===== src/core/aec_consts.svh =====
// Purpose: offsets, bit positions and reset values of the event counter
// Assumes: register index = printed offset, byte address = 4 * index
// Notes: definitions only
`ifndef AEC_CONSTS_SVH
`define AEC_CONSTS_SVH
`define AEC_IDX_PER_H 16'hFF8C
`define AEC_IDX_PER_L 16'hFF8D
`define AEC_IDX_DAT_H 16'hFF8E
`define AEC_IDX_DAT_L 16'hFF8F
`define AEC_IDX_EGS 16'hFF92
`define AEC_IDX_CCR 16'hFF94
`define AEC_IDX_CSR 16'hFF95
`define AEC_IDX_CNT_H 16'hFF96
`define AEC_IDX_CNT_L 16'hFF97
`define AEC_IDX_STP 16'hFFFB
`define AEC_EGS_H_LSB 6
`define AEC_EGS_L_LSB 4
`define AEC_EGS_G_LSB 2
`define AEC_EGS_PWME 1
`define AEC_CCR_H_LSB 6
`define AEC_CCR_L_LSB 4
`define AEC_CCR_PW_LSB 1
`define AEC_CSR_OVH 7
`define AEC_CSR_OVL 6
`define AEC_CSR_CH2 4
`define AEC_CSR_CUEH 3
`define AEC_CSR_CUEL 2
`define AEC_CSR_CRCH 1
`define AEC_CSR_CRCL 0
`define AEC_STP_BIT 3
`define AEC_RST_PER 8'hFF
`define AEC_RST_ZERO 8'h00
`define AEC_RST_STP 8'hFF
`endif


===== src/core/aec_pkg.sv =====
// Purpose: types of the event counter
// Assumes: nothing
// Notes: whole state of the top is one packed struct
package aec_pkg;
    typedef struct packed {
        logic [2:0]  hs;
        logic [2:0]  ls;
        logic [2:0]  gs;
        logic        gprev;
        logic [5:0]  pr;
        logic [15:0] pcnt;
        logic        pwm;
        logic [7:0]  per_h;
        logic [7:0]  per_l;
        logic [7:0]  dat_h;
        logic [7:0]  dat_l;
        logic [7:0]  egs;
        logic [7:0]  ccr;
        logic [7:0]  csr;
        logic [7:0]  cnt_h;
        logic [7:0]  cnt_l;
        logic [7:0]  stp;
        logic        seen_h;
        logic        seen_l;
        logic [31:0] rdata;
        logic        rdy;
        logic        err;
        logic        ovf;
        logic        girq;
    } aec_st_t;
endpackage


===== src/core/aec_top.sv =====
// Purpose: event counter with gating pwm behind an APB slave
// Assumes: pins are synchronised to pclk (10 MHz)
// Notes: counting is sampled on pclk, not truly clockless
// How it works
// - Count external events regardless of base clocks
// - One 16-bit channel counting 65536 events
// - Or two independent 8-bit channels
// - Count only while gate signal is high
// - Gate edges raise interrupt, also standalone
// - Gating pwm toggles counting periodically
// - Clock source: pin or phi/2,/4,/8
// - Software resets and halts counters
// - Counter overflow raises interrupt
// - Clock stop bit puts block in standby
// - Two period registers, reset all ones
// - Two write-only data registers, reset zero
// - High pin edge: fall, rise, both
// - Edge select register, eight bits, reset zero
// - Pwm enable picks pwm or gate pin
// - Split bit clear cascades low into high
// - High overflow flag, read-then-write-zero clear
`include "aec_consts.svh"
`timescale 1ns/1ps
`default_nettype none
module aec_top
    import aec_pkg::*;
(
    input  wire logic        pclk,
    input  wire logic        presetn,
    input  wire logic        psel,
    input  wire logic        penable,
    input  wire logic        pwrite,
    input  wire logic [17:0] paddr,
    input  wire logic [31:0] pwdata,
    output logic      [31:0] prdata,
    output logic             pready,
    output logic             pslverr,
    input  wire logic        high_event_pin,
    input  wire logic        low_event_pin,
    input  wire logic        gate_interrupt_pin,
    output logic             gating_pwm_output,
    output logic             overflow_irq,
    output logic             gate_irq
);
    aec_st_t s;
    aec_st_t n;
    logic [15:0] idx;
    logic        acc;
    logic        wr;
    logic        gate;
    logic        run;
    logic        pwme;
    logic        ch2;
    logic        ev_h;
    logic        ev_l;
    logic        inc_h;
    logic        inc_l;
    logic        lo_wrap;
    logic        hi_wrap;
    logic        pw_tick;
    logic        g_edge;
    logic [31:0] rd;
    logic        hit;

    function automatic logic edge_of(input logic [1:0] sel,
                                     input logic cur,
                                     input logic prv);
        logic r;
        r = 1'b0;
        unique case (sel)
            2'b00: r = prv & ~cur;
            2'b01: r = cur & ~prv;
            2'b10: r = cur ^ prv;
            2'b11: r = 1'b0;
        endcase
        return r;
    endfunction

    function automatic logic div_tick(input logic [5:0] pr,
                                      input int unsigned k);
        logic [5:0] m;
        m = 6'(({6'h0, 1'b1} << k) - 7'h01);
        return (pr & m) == m;
    endfunction

    function automatic logic src_ev(input logic [1:0] sel,
                                    input logic pin_ev,
                                    input logic [5:0] pr);
        logic r;
        r = pin_ev;
        unique case (sel)
            2'b00: r = pin_ev;
            2'b01: r = div_tick(pr, 1);
            2'b10: r = div_tick(pr, 2);
            2'b11: r = div_tick(pr, 3);
        endcase
        return r;
    endfunction

    assign idx = paddr[17:2];
    assign acc = psel & penable & s.rdy;
    assign wr = acc & pwrite;
    assign pwme = s.egs[`AEC_EGS_PWME];
    assign ch2 = s.csr[`AEC_CSR_CH2];
    assign run = s.stp[`AEC_STP_BIT];
    assign gate = pwme ? s.pwm : s.gs[1];

    // Pwm clock: phi/2 up to phi/64
    always_comb begin
        pw_tick = div_tick(s.pr, 1);
        unique case (s.ccr[`AEC_CCR_PW_LSB +: 3])
            3'b000: pw_tick = div_tick(s.pr, 1);
            3'b001: pw_tick = div_tick(s.pr, 2);
            3'b010: pw_tick = div_tick(s.pr, 3);
            3'b011: pw_tick = div_tick(s.pr, 4);
            3'b100,
            3'b110: pw_tick = div_tick(s.pr, 5);
            3'b101,
            3'b111: pw_tick = div_tick(s.pr, 6);
        endcase
    end

    // Pin or prescaler event per channel
    assign ev_h = src_ev(s.ccr[`AEC_CCR_H_LSB +: 2],
                         edge_of(s.egs[`AEC_EGS_H_LSB +: 2], s.hs[1], s.hs[2]),
                         s.pr);
    assign ev_l = src_ev(s.ccr[`AEC_CCR_L_LSB +: 2],
                         edge_of(s.egs[`AEC_EGS_L_LSB +: 2], s.ls[1], s.ls[2]),
                         s.pr);
    assign inc_l = ev_l & gate & run
                   & s.csr[`AEC_CSR_CUEL] & s.csr[`AEC_CSR_CRCL];
    assign lo_wrap = inc_l & (s.cnt_l == 8'hFF);
    assign inc_h = (ch2 ? (ev_h & gate) : lo_wrap)
                   & run & s.csr[`AEC_CSR_CUEH] & s.csr[`AEC_CSR_CRCH];
    assign hi_wrap = inc_h & (s.cnt_h == 8'hFF);
    assign g_edge = edge_of(s.egs[`AEC_EGS_G_LSB +: 2], gate, s.gprev);

    always_comb begin
        hit = 1'b1;
        rd = 32'h0000_0000;
        unique case (idx)
            `AEC_IDX_PER_H: rd[7:0] = s.per_h;
            `AEC_IDX_PER_L: rd[7:0] = s.per_l;
            `AEC_IDX_DAT_H: rd[7:0] = 8'h00;
            `AEC_IDX_DAT_L: rd[7:0] = 8'h00;
            `AEC_IDX_EGS: rd[7:0] = s.egs;
            `AEC_IDX_CCR: rd[7:0] = s.ccr;
            `AEC_IDX_CSR: rd[7:0] = s.csr;
            `AEC_IDX_CNT_H: rd[7:0] = s.cnt_h;
            `AEC_IDX_CNT_L: rd[7:0] = s.cnt_l;
            `AEC_IDX_STP: rd[7:0] = s.stp;
            default: hit = 1'b0;
        endcase
    end

    always_comb begin
        n = s;
        // Second stage feeds logic; third stage is the previous value for event edges
        n.hs = {s.hs[1], s.hs[0], high_event_pin};
        n.ls = {s.ls[1], s.ls[0], low_event_pin};
        n.gs = {s.gs[1], s.gs[0], gate_interrupt_pin};
        n.gprev = gate;
        n.pr = s.pr + 6'h01;
        n.girq = g_edge;
        // Gating pwm waveform
        if (!pwme || !run) begin
            n.pcnt = 16'h0000;
            n.pwm = 1'b0;
        end else if (pw_tick) begin
            n.pcnt = (s.pcnt >= {s.per_h, s.per_l}) ? 16'h0000
                                                   : s.pcnt + 16'h0001;
            n.pwm = s.pcnt < {s.dat_h, s.dat_l};
        end
        // Counters
        if (!s.csr[`AEC_CSR_CRCL]) begin
            n.cnt_l = 8'h00;
        end else if (inc_l) begin
            n.cnt_l = s.cnt_l + 8'h01;
        end
        if (!s.csr[`AEC_CSR_CRCH]) begin
            n.cnt_h = 8'h00;
        end else if (inc_h) begin
            n.cnt_h = s.cnt_h + 8'h01;
        end
        // Bus
        n.rdy = psel & ~penable & ~s.rdy;
        if (psel && !penable) begin
            n.rdata = rd;
            n.err = ~hit;
        end
        if (acc && !pwrite && idx == `AEC_IDX_CSR) begin
            n.seen_h = s.csr[`AEC_CSR_OVH];
            n.seen_l = s.csr[`AEC_CSR_OVL];
        end
        if (wr) begin
            unique case (idx)
                `AEC_IDX_PER_H: n.per_h = pwdata[7:0];
                `AEC_IDX_PER_L: n.per_l = pwdata[7:0];
                `AEC_IDX_DAT_H: n.dat_h = pwdata[7:0];
                `AEC_IDX_DAT_L: n.dat_l = pwdata[7:0];
                `AEC_IDX_EGS: n.egs = pwdata[7:0];
                `AEC_IDX_CCR: n.ccr = pwdata[7:0];
                `AEC_IDX_STP: n.stp = pwdata[7:0];
                `AEC_IDX_CSR: begin
                    n.csr[5:0] = pwdata[5:0];
                    if (!pwdata[`AEC_CSR_OVH] && s.seen_h) begin
                        n.csr[`AEC_CSR_OVH] = 1'b0;
                        n.seen_h = 1'b0;
                    end
                    if (!pwdata[`AEC_CSR_OVL] && s.seen_l) begin
                        n.csr[`AEC_CSR_OVL] = 1'b0;
                        n.seen_l = 1'b0;
                    end
                end
                default: ;
            endcase
        end
        // Set wins over clear
        if (hi_wrap) begin
            n.csr[`AEC_CSR_OVH] = 1'b1;
        end
        if (lo_wrap) begin
            n.csr[`AEC_CSR_OVL] = 1'b1;
        end
        n.ovf = n.csr[`AEC_CSR_OVH] | n.csr[`AEC_CSR_OVL];
    end

    always_ff @(posedge pclk or negedge presetn) begin
        if (!presetn) begin
            s <= '0;
            s.per_h <= `AEC_RST_PER;
            s.per_l <= `AEC_RST_PER;
            s.dat_h <= `AEC_RST_ZERO;
            s.dat_l <= `AEC_RST_ZERO;
            s.egs <= `AEC_RST_ZERO;
            s.ccr <= `AEC_RST_ZERO;
            s.csr <= `AEC_RST_ZERO;
            s.stp <= `AEC_RST_STP;
        end else begin
            s <= n;
        end
    end

    assign prdata = s.rdata;
    assign pready = s.rdy;
    assign pslverr = s.err;
    assign gating_pwm_output = s.pwm;
    assign overflow_irq = s.ovf;
    assign gate_irq = s.girq;
endmodule
`default_nettype wire


===== config.mk =====
export PLATFORM = sky130hd
export DESIGN_NAME = aec_top
export DESIGN_NICKNAME = d
export VERILOG_FILES = /design/src/core/aec_pkg.sv /design/src/core/aec_top.sv
export VERILOG_INCLUDE_DIRS = /design/src /design/src/core
export SDC_FILE = /design/constraint.sdc
export NUM_CORES = 1
export LEC_CHECK = 0
export CAP_MARGIN = 20
export CORE_MARGIN = 1.5
export CORE_UTILIZATION = 40
export CTS_CLUSTER_DIAMETER = 200
export DETAILED_ROUTE_END_ITERATION = 8
export DONT_BUFFER_PORTS = 1
export GPL_ROUTABILITY_DRIVEN = 0
export PLACE_DENSITY_LB_ADDON = 0.08
export SLEW_MARGIN = 40
export SYNTH_ARGS = -nofsm -noshare
export SYNTH_HDL_FRONTEND = slang
export SYNTH_SLANG_ARGS = --single-unit

===== constraint.sdc =====
create_clock -name pclk -period 2.9 [get_ports pclk]
set_input_delay 0.58 -clock pclk [delete_from_list [all_inputs] [get_ports pclk]]
set_output_delay 0.58 -clock pclk [all_outputs]
set_load 0.01 [all_outputs]

==> results.rst <==
.. list-table::
   :header-rows: 1

   * - Metric
     - Value
   * - # Post-CTS Setup Buffers
     - 0
   * - Ranking of synthesized cells by area
     - sky130_fd_sc_hd__dfrtp_1 37%, sky130_fd_sc_hd__dfstp_2 9.0%, sky130_fd_sc_hd__ha_1 7.7%, sky130_fd_sc_hd__mux2_2 5.5%, sky130_fd_sc_hd__nand2_1 4.6%
   * - Layout cell share with drive strength beyond 1
     - 0.168
   * - Die footprint
     - 18300 sq um
   * - First drt pass iteration count
     - 4
   * - Failing checks
     - negative hold slack
   * - Count of antenna-violating nets left after detailed routing
     - 0
   * - Number of inserted filler cells in the final layout
     - 1672
   * - Transition time at the pin with the least slew margin
     - 733 ps
   * - Register bit count reported by yosys
     - 126
   * - WS Path Type
     - reg2reg
   * - Avg Cell Area, Syn
     - 10.1 sq um
   * - Number of buffers between clock root and the deepest sink
     - 2
   * - Storage element area
     - 3180 sq um
   * - R2r setup slk
     - 380 ps
   * - Share of power burned in combinational logic
     - 0.013
   * - Maximum capacitance violations
     - 0
   * - Fin. max-slew vios
     - 0
   * - Length of routed wiring on met1
     - 8750 microns
   * - Post-Synthesis Cells
     - 693
   * - PostCTS Resize Cnt
     - 0
   * - # rows
     - 48
   * - Layout-stage area growth over the synthesis result
     - 12.2%
   * - Via count
     - 5120
   * - Fraction of post-synthesis cell area in the top cell type by area
     - 0.365
   * - Boundary pin count
     - 95
   * - Timing-limited maximum frequency
     - 0.397 GHz
   * - Insertion delay of the later-clocked pin in the worst-skew pair
     - 420 ps
   * - Top flip-flop cell by instance count after synthesis
     - sky130_fd_sc_hd__dfrtp_1
   * - Largest net degree at the start of global routing
     - 127
   * - Number of flops mapped to enable cells by yosys
     - 0
   * - Total detailed-routing wirelength
     - 17800 microns
   * - Fraction of power spent switching nets
     - 0.189
   * - Count of routing violations after the opening detailed-route iteration
     - 483
   * - Largest fanout on the critical path
     - 9
   * - Pwr Density
     - 565 nW/um^2
   * - Routed wl met3
     - 1060 microns
   * - Worst hold-check slack
     - -150 ps
   * - Sequential fraction of the synthesis area
     - 0.455
   * - Setup TNS after final layout
     - 0 ps
   * - Reg power frac
     - 0.402
   * - Post-route fraction of the period consumed by the critical path
     - 0.869
   * - Clock period minus worst slack
     - 2520 ps
   * - Classification of the worst-slack hold path
     - in2async
   * - Worst rel slew slack
     - 0.507
   * - Synth async-reset ratio
     - 1.00
   * - Buffer type at the clock tree root
     - sky130_fd_sc_hd__clkbuf_16
   * - Vias/cell
     - 5.48
   * - TritonCTS sink count
     - 126
   * - Part of the total power dissipated in the clock network
     - 0.585
   * - Global-route usage over all layers
     - 0.208
   * - Cell type with the largest total area after synthesis
     - sky130_fd_sc_hd__dfrtp_1
   * - Top metal layer carrying routed signals
     - met4
   * - Met2 WL post-DR
     - 7730 microns
   * - Net count of the finished layout
     - 798
   * - Clock-pin slew reported for the worst setup and hold paths after clock tree synthesis
     - 60 ps
   * - Result of the run
     - complete, but fails checks
   * - Die Y-Extent
     - 135 microns
   * - Count of unique library cells instantiated by Yosys
     - 67
   * - Area of the multi-input gates
     - 3400 sq um
   * - Max H-tree Level
     - 4
   * - Internal power component
     - 3.59 mW
   * - Startpoint Class
     - flip-flop
   * - Total of endpoints with negative setup slack in the final report
     - 0
   * - Total clock buffers created by CTS
     - 17
   * - Global-route wire length before repair
     - 28500 microns
   * - Number of design rule violations left after detail routing
     - 0
   * - Residual overflow from global routing
     - 0
   * - Arrival time worst endpoint
     - 2870 ps
   * - Highest ir drop seen on vdd
     - 0.384 mV
   * - Layout Cell Area excl Fill
     - 7840 sq um
   * - Starting density of the core
     - 0.407
   * - Setup clock skew after layout
     - 7.79 ps
   * - Initial antenna violation count
     - 0
   * - Switching Power
     - 0.838 mW
   * - Core outline area
     - 17200 sq um
   * - Setup repair after global routing missed its margin
     - no
   * - Wire length per cell after detailed routing
     - 19.0 microns
   * - Antenna fix cells
     - 0
   * - HPWL after detailed placement
     - 12600 microns
   * - Vias in the first global route
     - 5072
   * - Final hold vios
     - 102
   * - Total leakage power
     - 3.62 nW
   * - Required time at the endpoint of the critical path
     - 3250 ps
   * - Placed inst area
     - 7130 sq um
   * - Die extent in x
     - 135 microns
   * - Buffers on Ports
     - 0
   * - Area of the mapped netlist
     - 6990 sq um
   * - CTS tree
     - built
   * - Category of the worst setup path capture point
     - flip-flop
   * - Yosys warning total
     - 0
worst paths after layout:
path	startpoint	endpoint	cells past startpoint
setup / recovery	s[107]$_DFFE_PN1P_	s[122]$_DFFE_PN0P_	8
hold / removal	presetn	s[55]$_DFFE_PN0P_	0
setup reg to reg	s[107]$_DFFE_PN1P_	s[122]$_DFFE_PN0P_	8
hold reg to reg	n[146]$_DFF_PN0_	n[147]$_DFF_PN0_	0
max in group asynchronous	presetn	s[108]$_DFFE_PN1P_	0
min in group pclk	gate_interrupt_pin	n[143]$_DFF_PN0_	0
cell usage after synthesis, drive strengths merged (2+ instances only):
library cell  count
nand3b            5
inv              48
nor4              4
o21ai            48
o2111ai           2
buf              37
mux4              2
nor2b            10
nand4            12
nor3b             2
nor3             10
or3               3
a211oi            3
nand2b            6
a31oi             6
o211ai            8
dfrtp           102
xnor2             7
mux2             34
and2              8
and3             13
nand4b            2
a22oi            21
o21a              3
xor2             12
a2111oi           2
nand3            21
nand2            86
a22o              3
a21boi            4
a21oi            13
a21o              7
o22ai             2
and4              5
mux2i            10
ha               43
or2               4
clkbuf           13
dfstp            24
o31ai             5
nor2             29
per-layer routing:
| metal | up-vias | global-route usage |
|---|---|---|
| li1 | 2417 | - |
| met1 | 2531 | 0.309 |
| met2 | 154 | 0.294 |
| met3 | 18 | 0.0546 |
| met4 | 0 | 0.0699 |
| met5 | - | 0 |
worst max-delay path, stage by stage (launching register included):
cell and delay, ps:
sky130_fd_sc_hd__dfstp_2 530, sky130_fd_sc_hd__inv_1 60, sky130_fd_sc_hd__ha_1 320, sky130_fd_sc_hd__a2111oi_0 340, sky130_fd_sc_hd__o21ai_0 180, sky130_fd_sc_hd__a21oi_1 200
sky130_fd_sc_hd__o211ai_1 260, sky130_fd_sc_hd__and2_1 400, sky130_fd_sc_hd__nor2_1 160
power by group through the flow:
stage	Combinational (mW)	Clock (mW)	Sequential, mW
floorplan	0.0846	0	1.81
global placement	0.0549	0	1.81
detailed placement	0.0558	0	1.81
CTS	0.0563	2.65	1.78
global route	0.0646	2.73	1.78
finish	0.0565	2.59	1.78
registers in the layout, summed over array words and instances, names as in the netlist:
name	cells
pslverr	1
run	1
gate_irq	1
s	104
gating_pwm_output	1
pwme	1
prdata	8
n	6
pready	1
overflow_irq	1
ch2	1
final cells by class:
type,instances,share of cell area
inverters,48,0.0230
well taps,225,0.0359
multi-input cells,492,0.433
clock buffers,20,0.0569
repair buffers,12,0.0115
flip-flops and latches,126,0.406
clock inverters,12,0.0335
cells by family after synthesis:
| kind of cell | share of synthesized area |
|---|---|
| and+or+nand+nor | 0.166 |
| xor gates and xnor gates | 0.0238 |
| buffers and inverters | 0.0705 |
| AOI/OAI and AO/OA | 0.132 |
| muxes | 0.0755 |
| DFF | 0.455 |
| other | 0.000537 |
| adders and majority gates | 0.0770 |
through the flow:
stage | util | hold WS [ps] | cells | setup slack (ps) | power, mW
after CTS | 0.457 | -167 | 935 | 382 | 4.49
final | 0.457 | -150 | 935 | 381 | 4.43
after floorplan | - | 284 | 716 | 620 | 1.89
after global routing | 0.457 | -177 | 935 | 135 | 4.57
after global placement | 0.415 | 288 | 903 | 379 | 1.87
after detailed placement | 0.415 | 289 | 903 | 387 | 1.87
cell usage in the layout (no fill, tap or decap), types with 4 or more instances in the layout:
cell                        instances
sky130_fd_sc_hd__dfrtp_1          102
sky130_fd_sc_hd__nand2_1           85
sky130_fd_sc_hd__o21ai_0           48
sky130_fd_sc_hd__inv_1             47
sky130_fd_sc_hd__ha_1              43
sky130_fd_sc_hd__mux2_2            34
sky130_fd_sc_hd__nor2_1            28
sky130_fd_sc_hd__conb_1            24
sky130_fd_sc_hd__dfstp_2           24
sky130_fd_sc_hd__nand3_1           21
sky130_fd_sc_hd__a22oi_1           21
sky130_fd_sc_hd__clkbuf_16         17
sky130_fd_sc_hd__and3_1            13
sky130_fd_sc_hd__a21oi_1           13
sky130_fd_sc_hd__xor2_1            12
sky130_fd_sc_hd__nand4_1           12
sky130_fd_sc_hd__buf_4             12
sky130_fd_sc_hd__mux2i_1           10
sky130_fd_sc_hd__nor2b_1           10
sky130_fd_sc_hd__and2_1             8
sky130_fd_sc_hd__bufinv_16          8
sky130_fd_sc_hd__xnor2_1            7
sky130_fd_sc_hd__o211ai_1           7
sky130_fd_sc_hd__a21o_1             7
sky130_fd_sc_hd__nand2b_1           6
sky130_fd_sc_hd__a31oi_1            6
sky130_fd_sc_hd__nor3_1             6
sky130_fd_sc_hd__and4_1             5
sky130_fd_sc_hd__nand3b_1           5
sky130_fd_sc_hd__o31ai_1            5
sky130_fd_sc_hd__or2_2              4
Note: power is estimated with default switching activity, not from simulation.
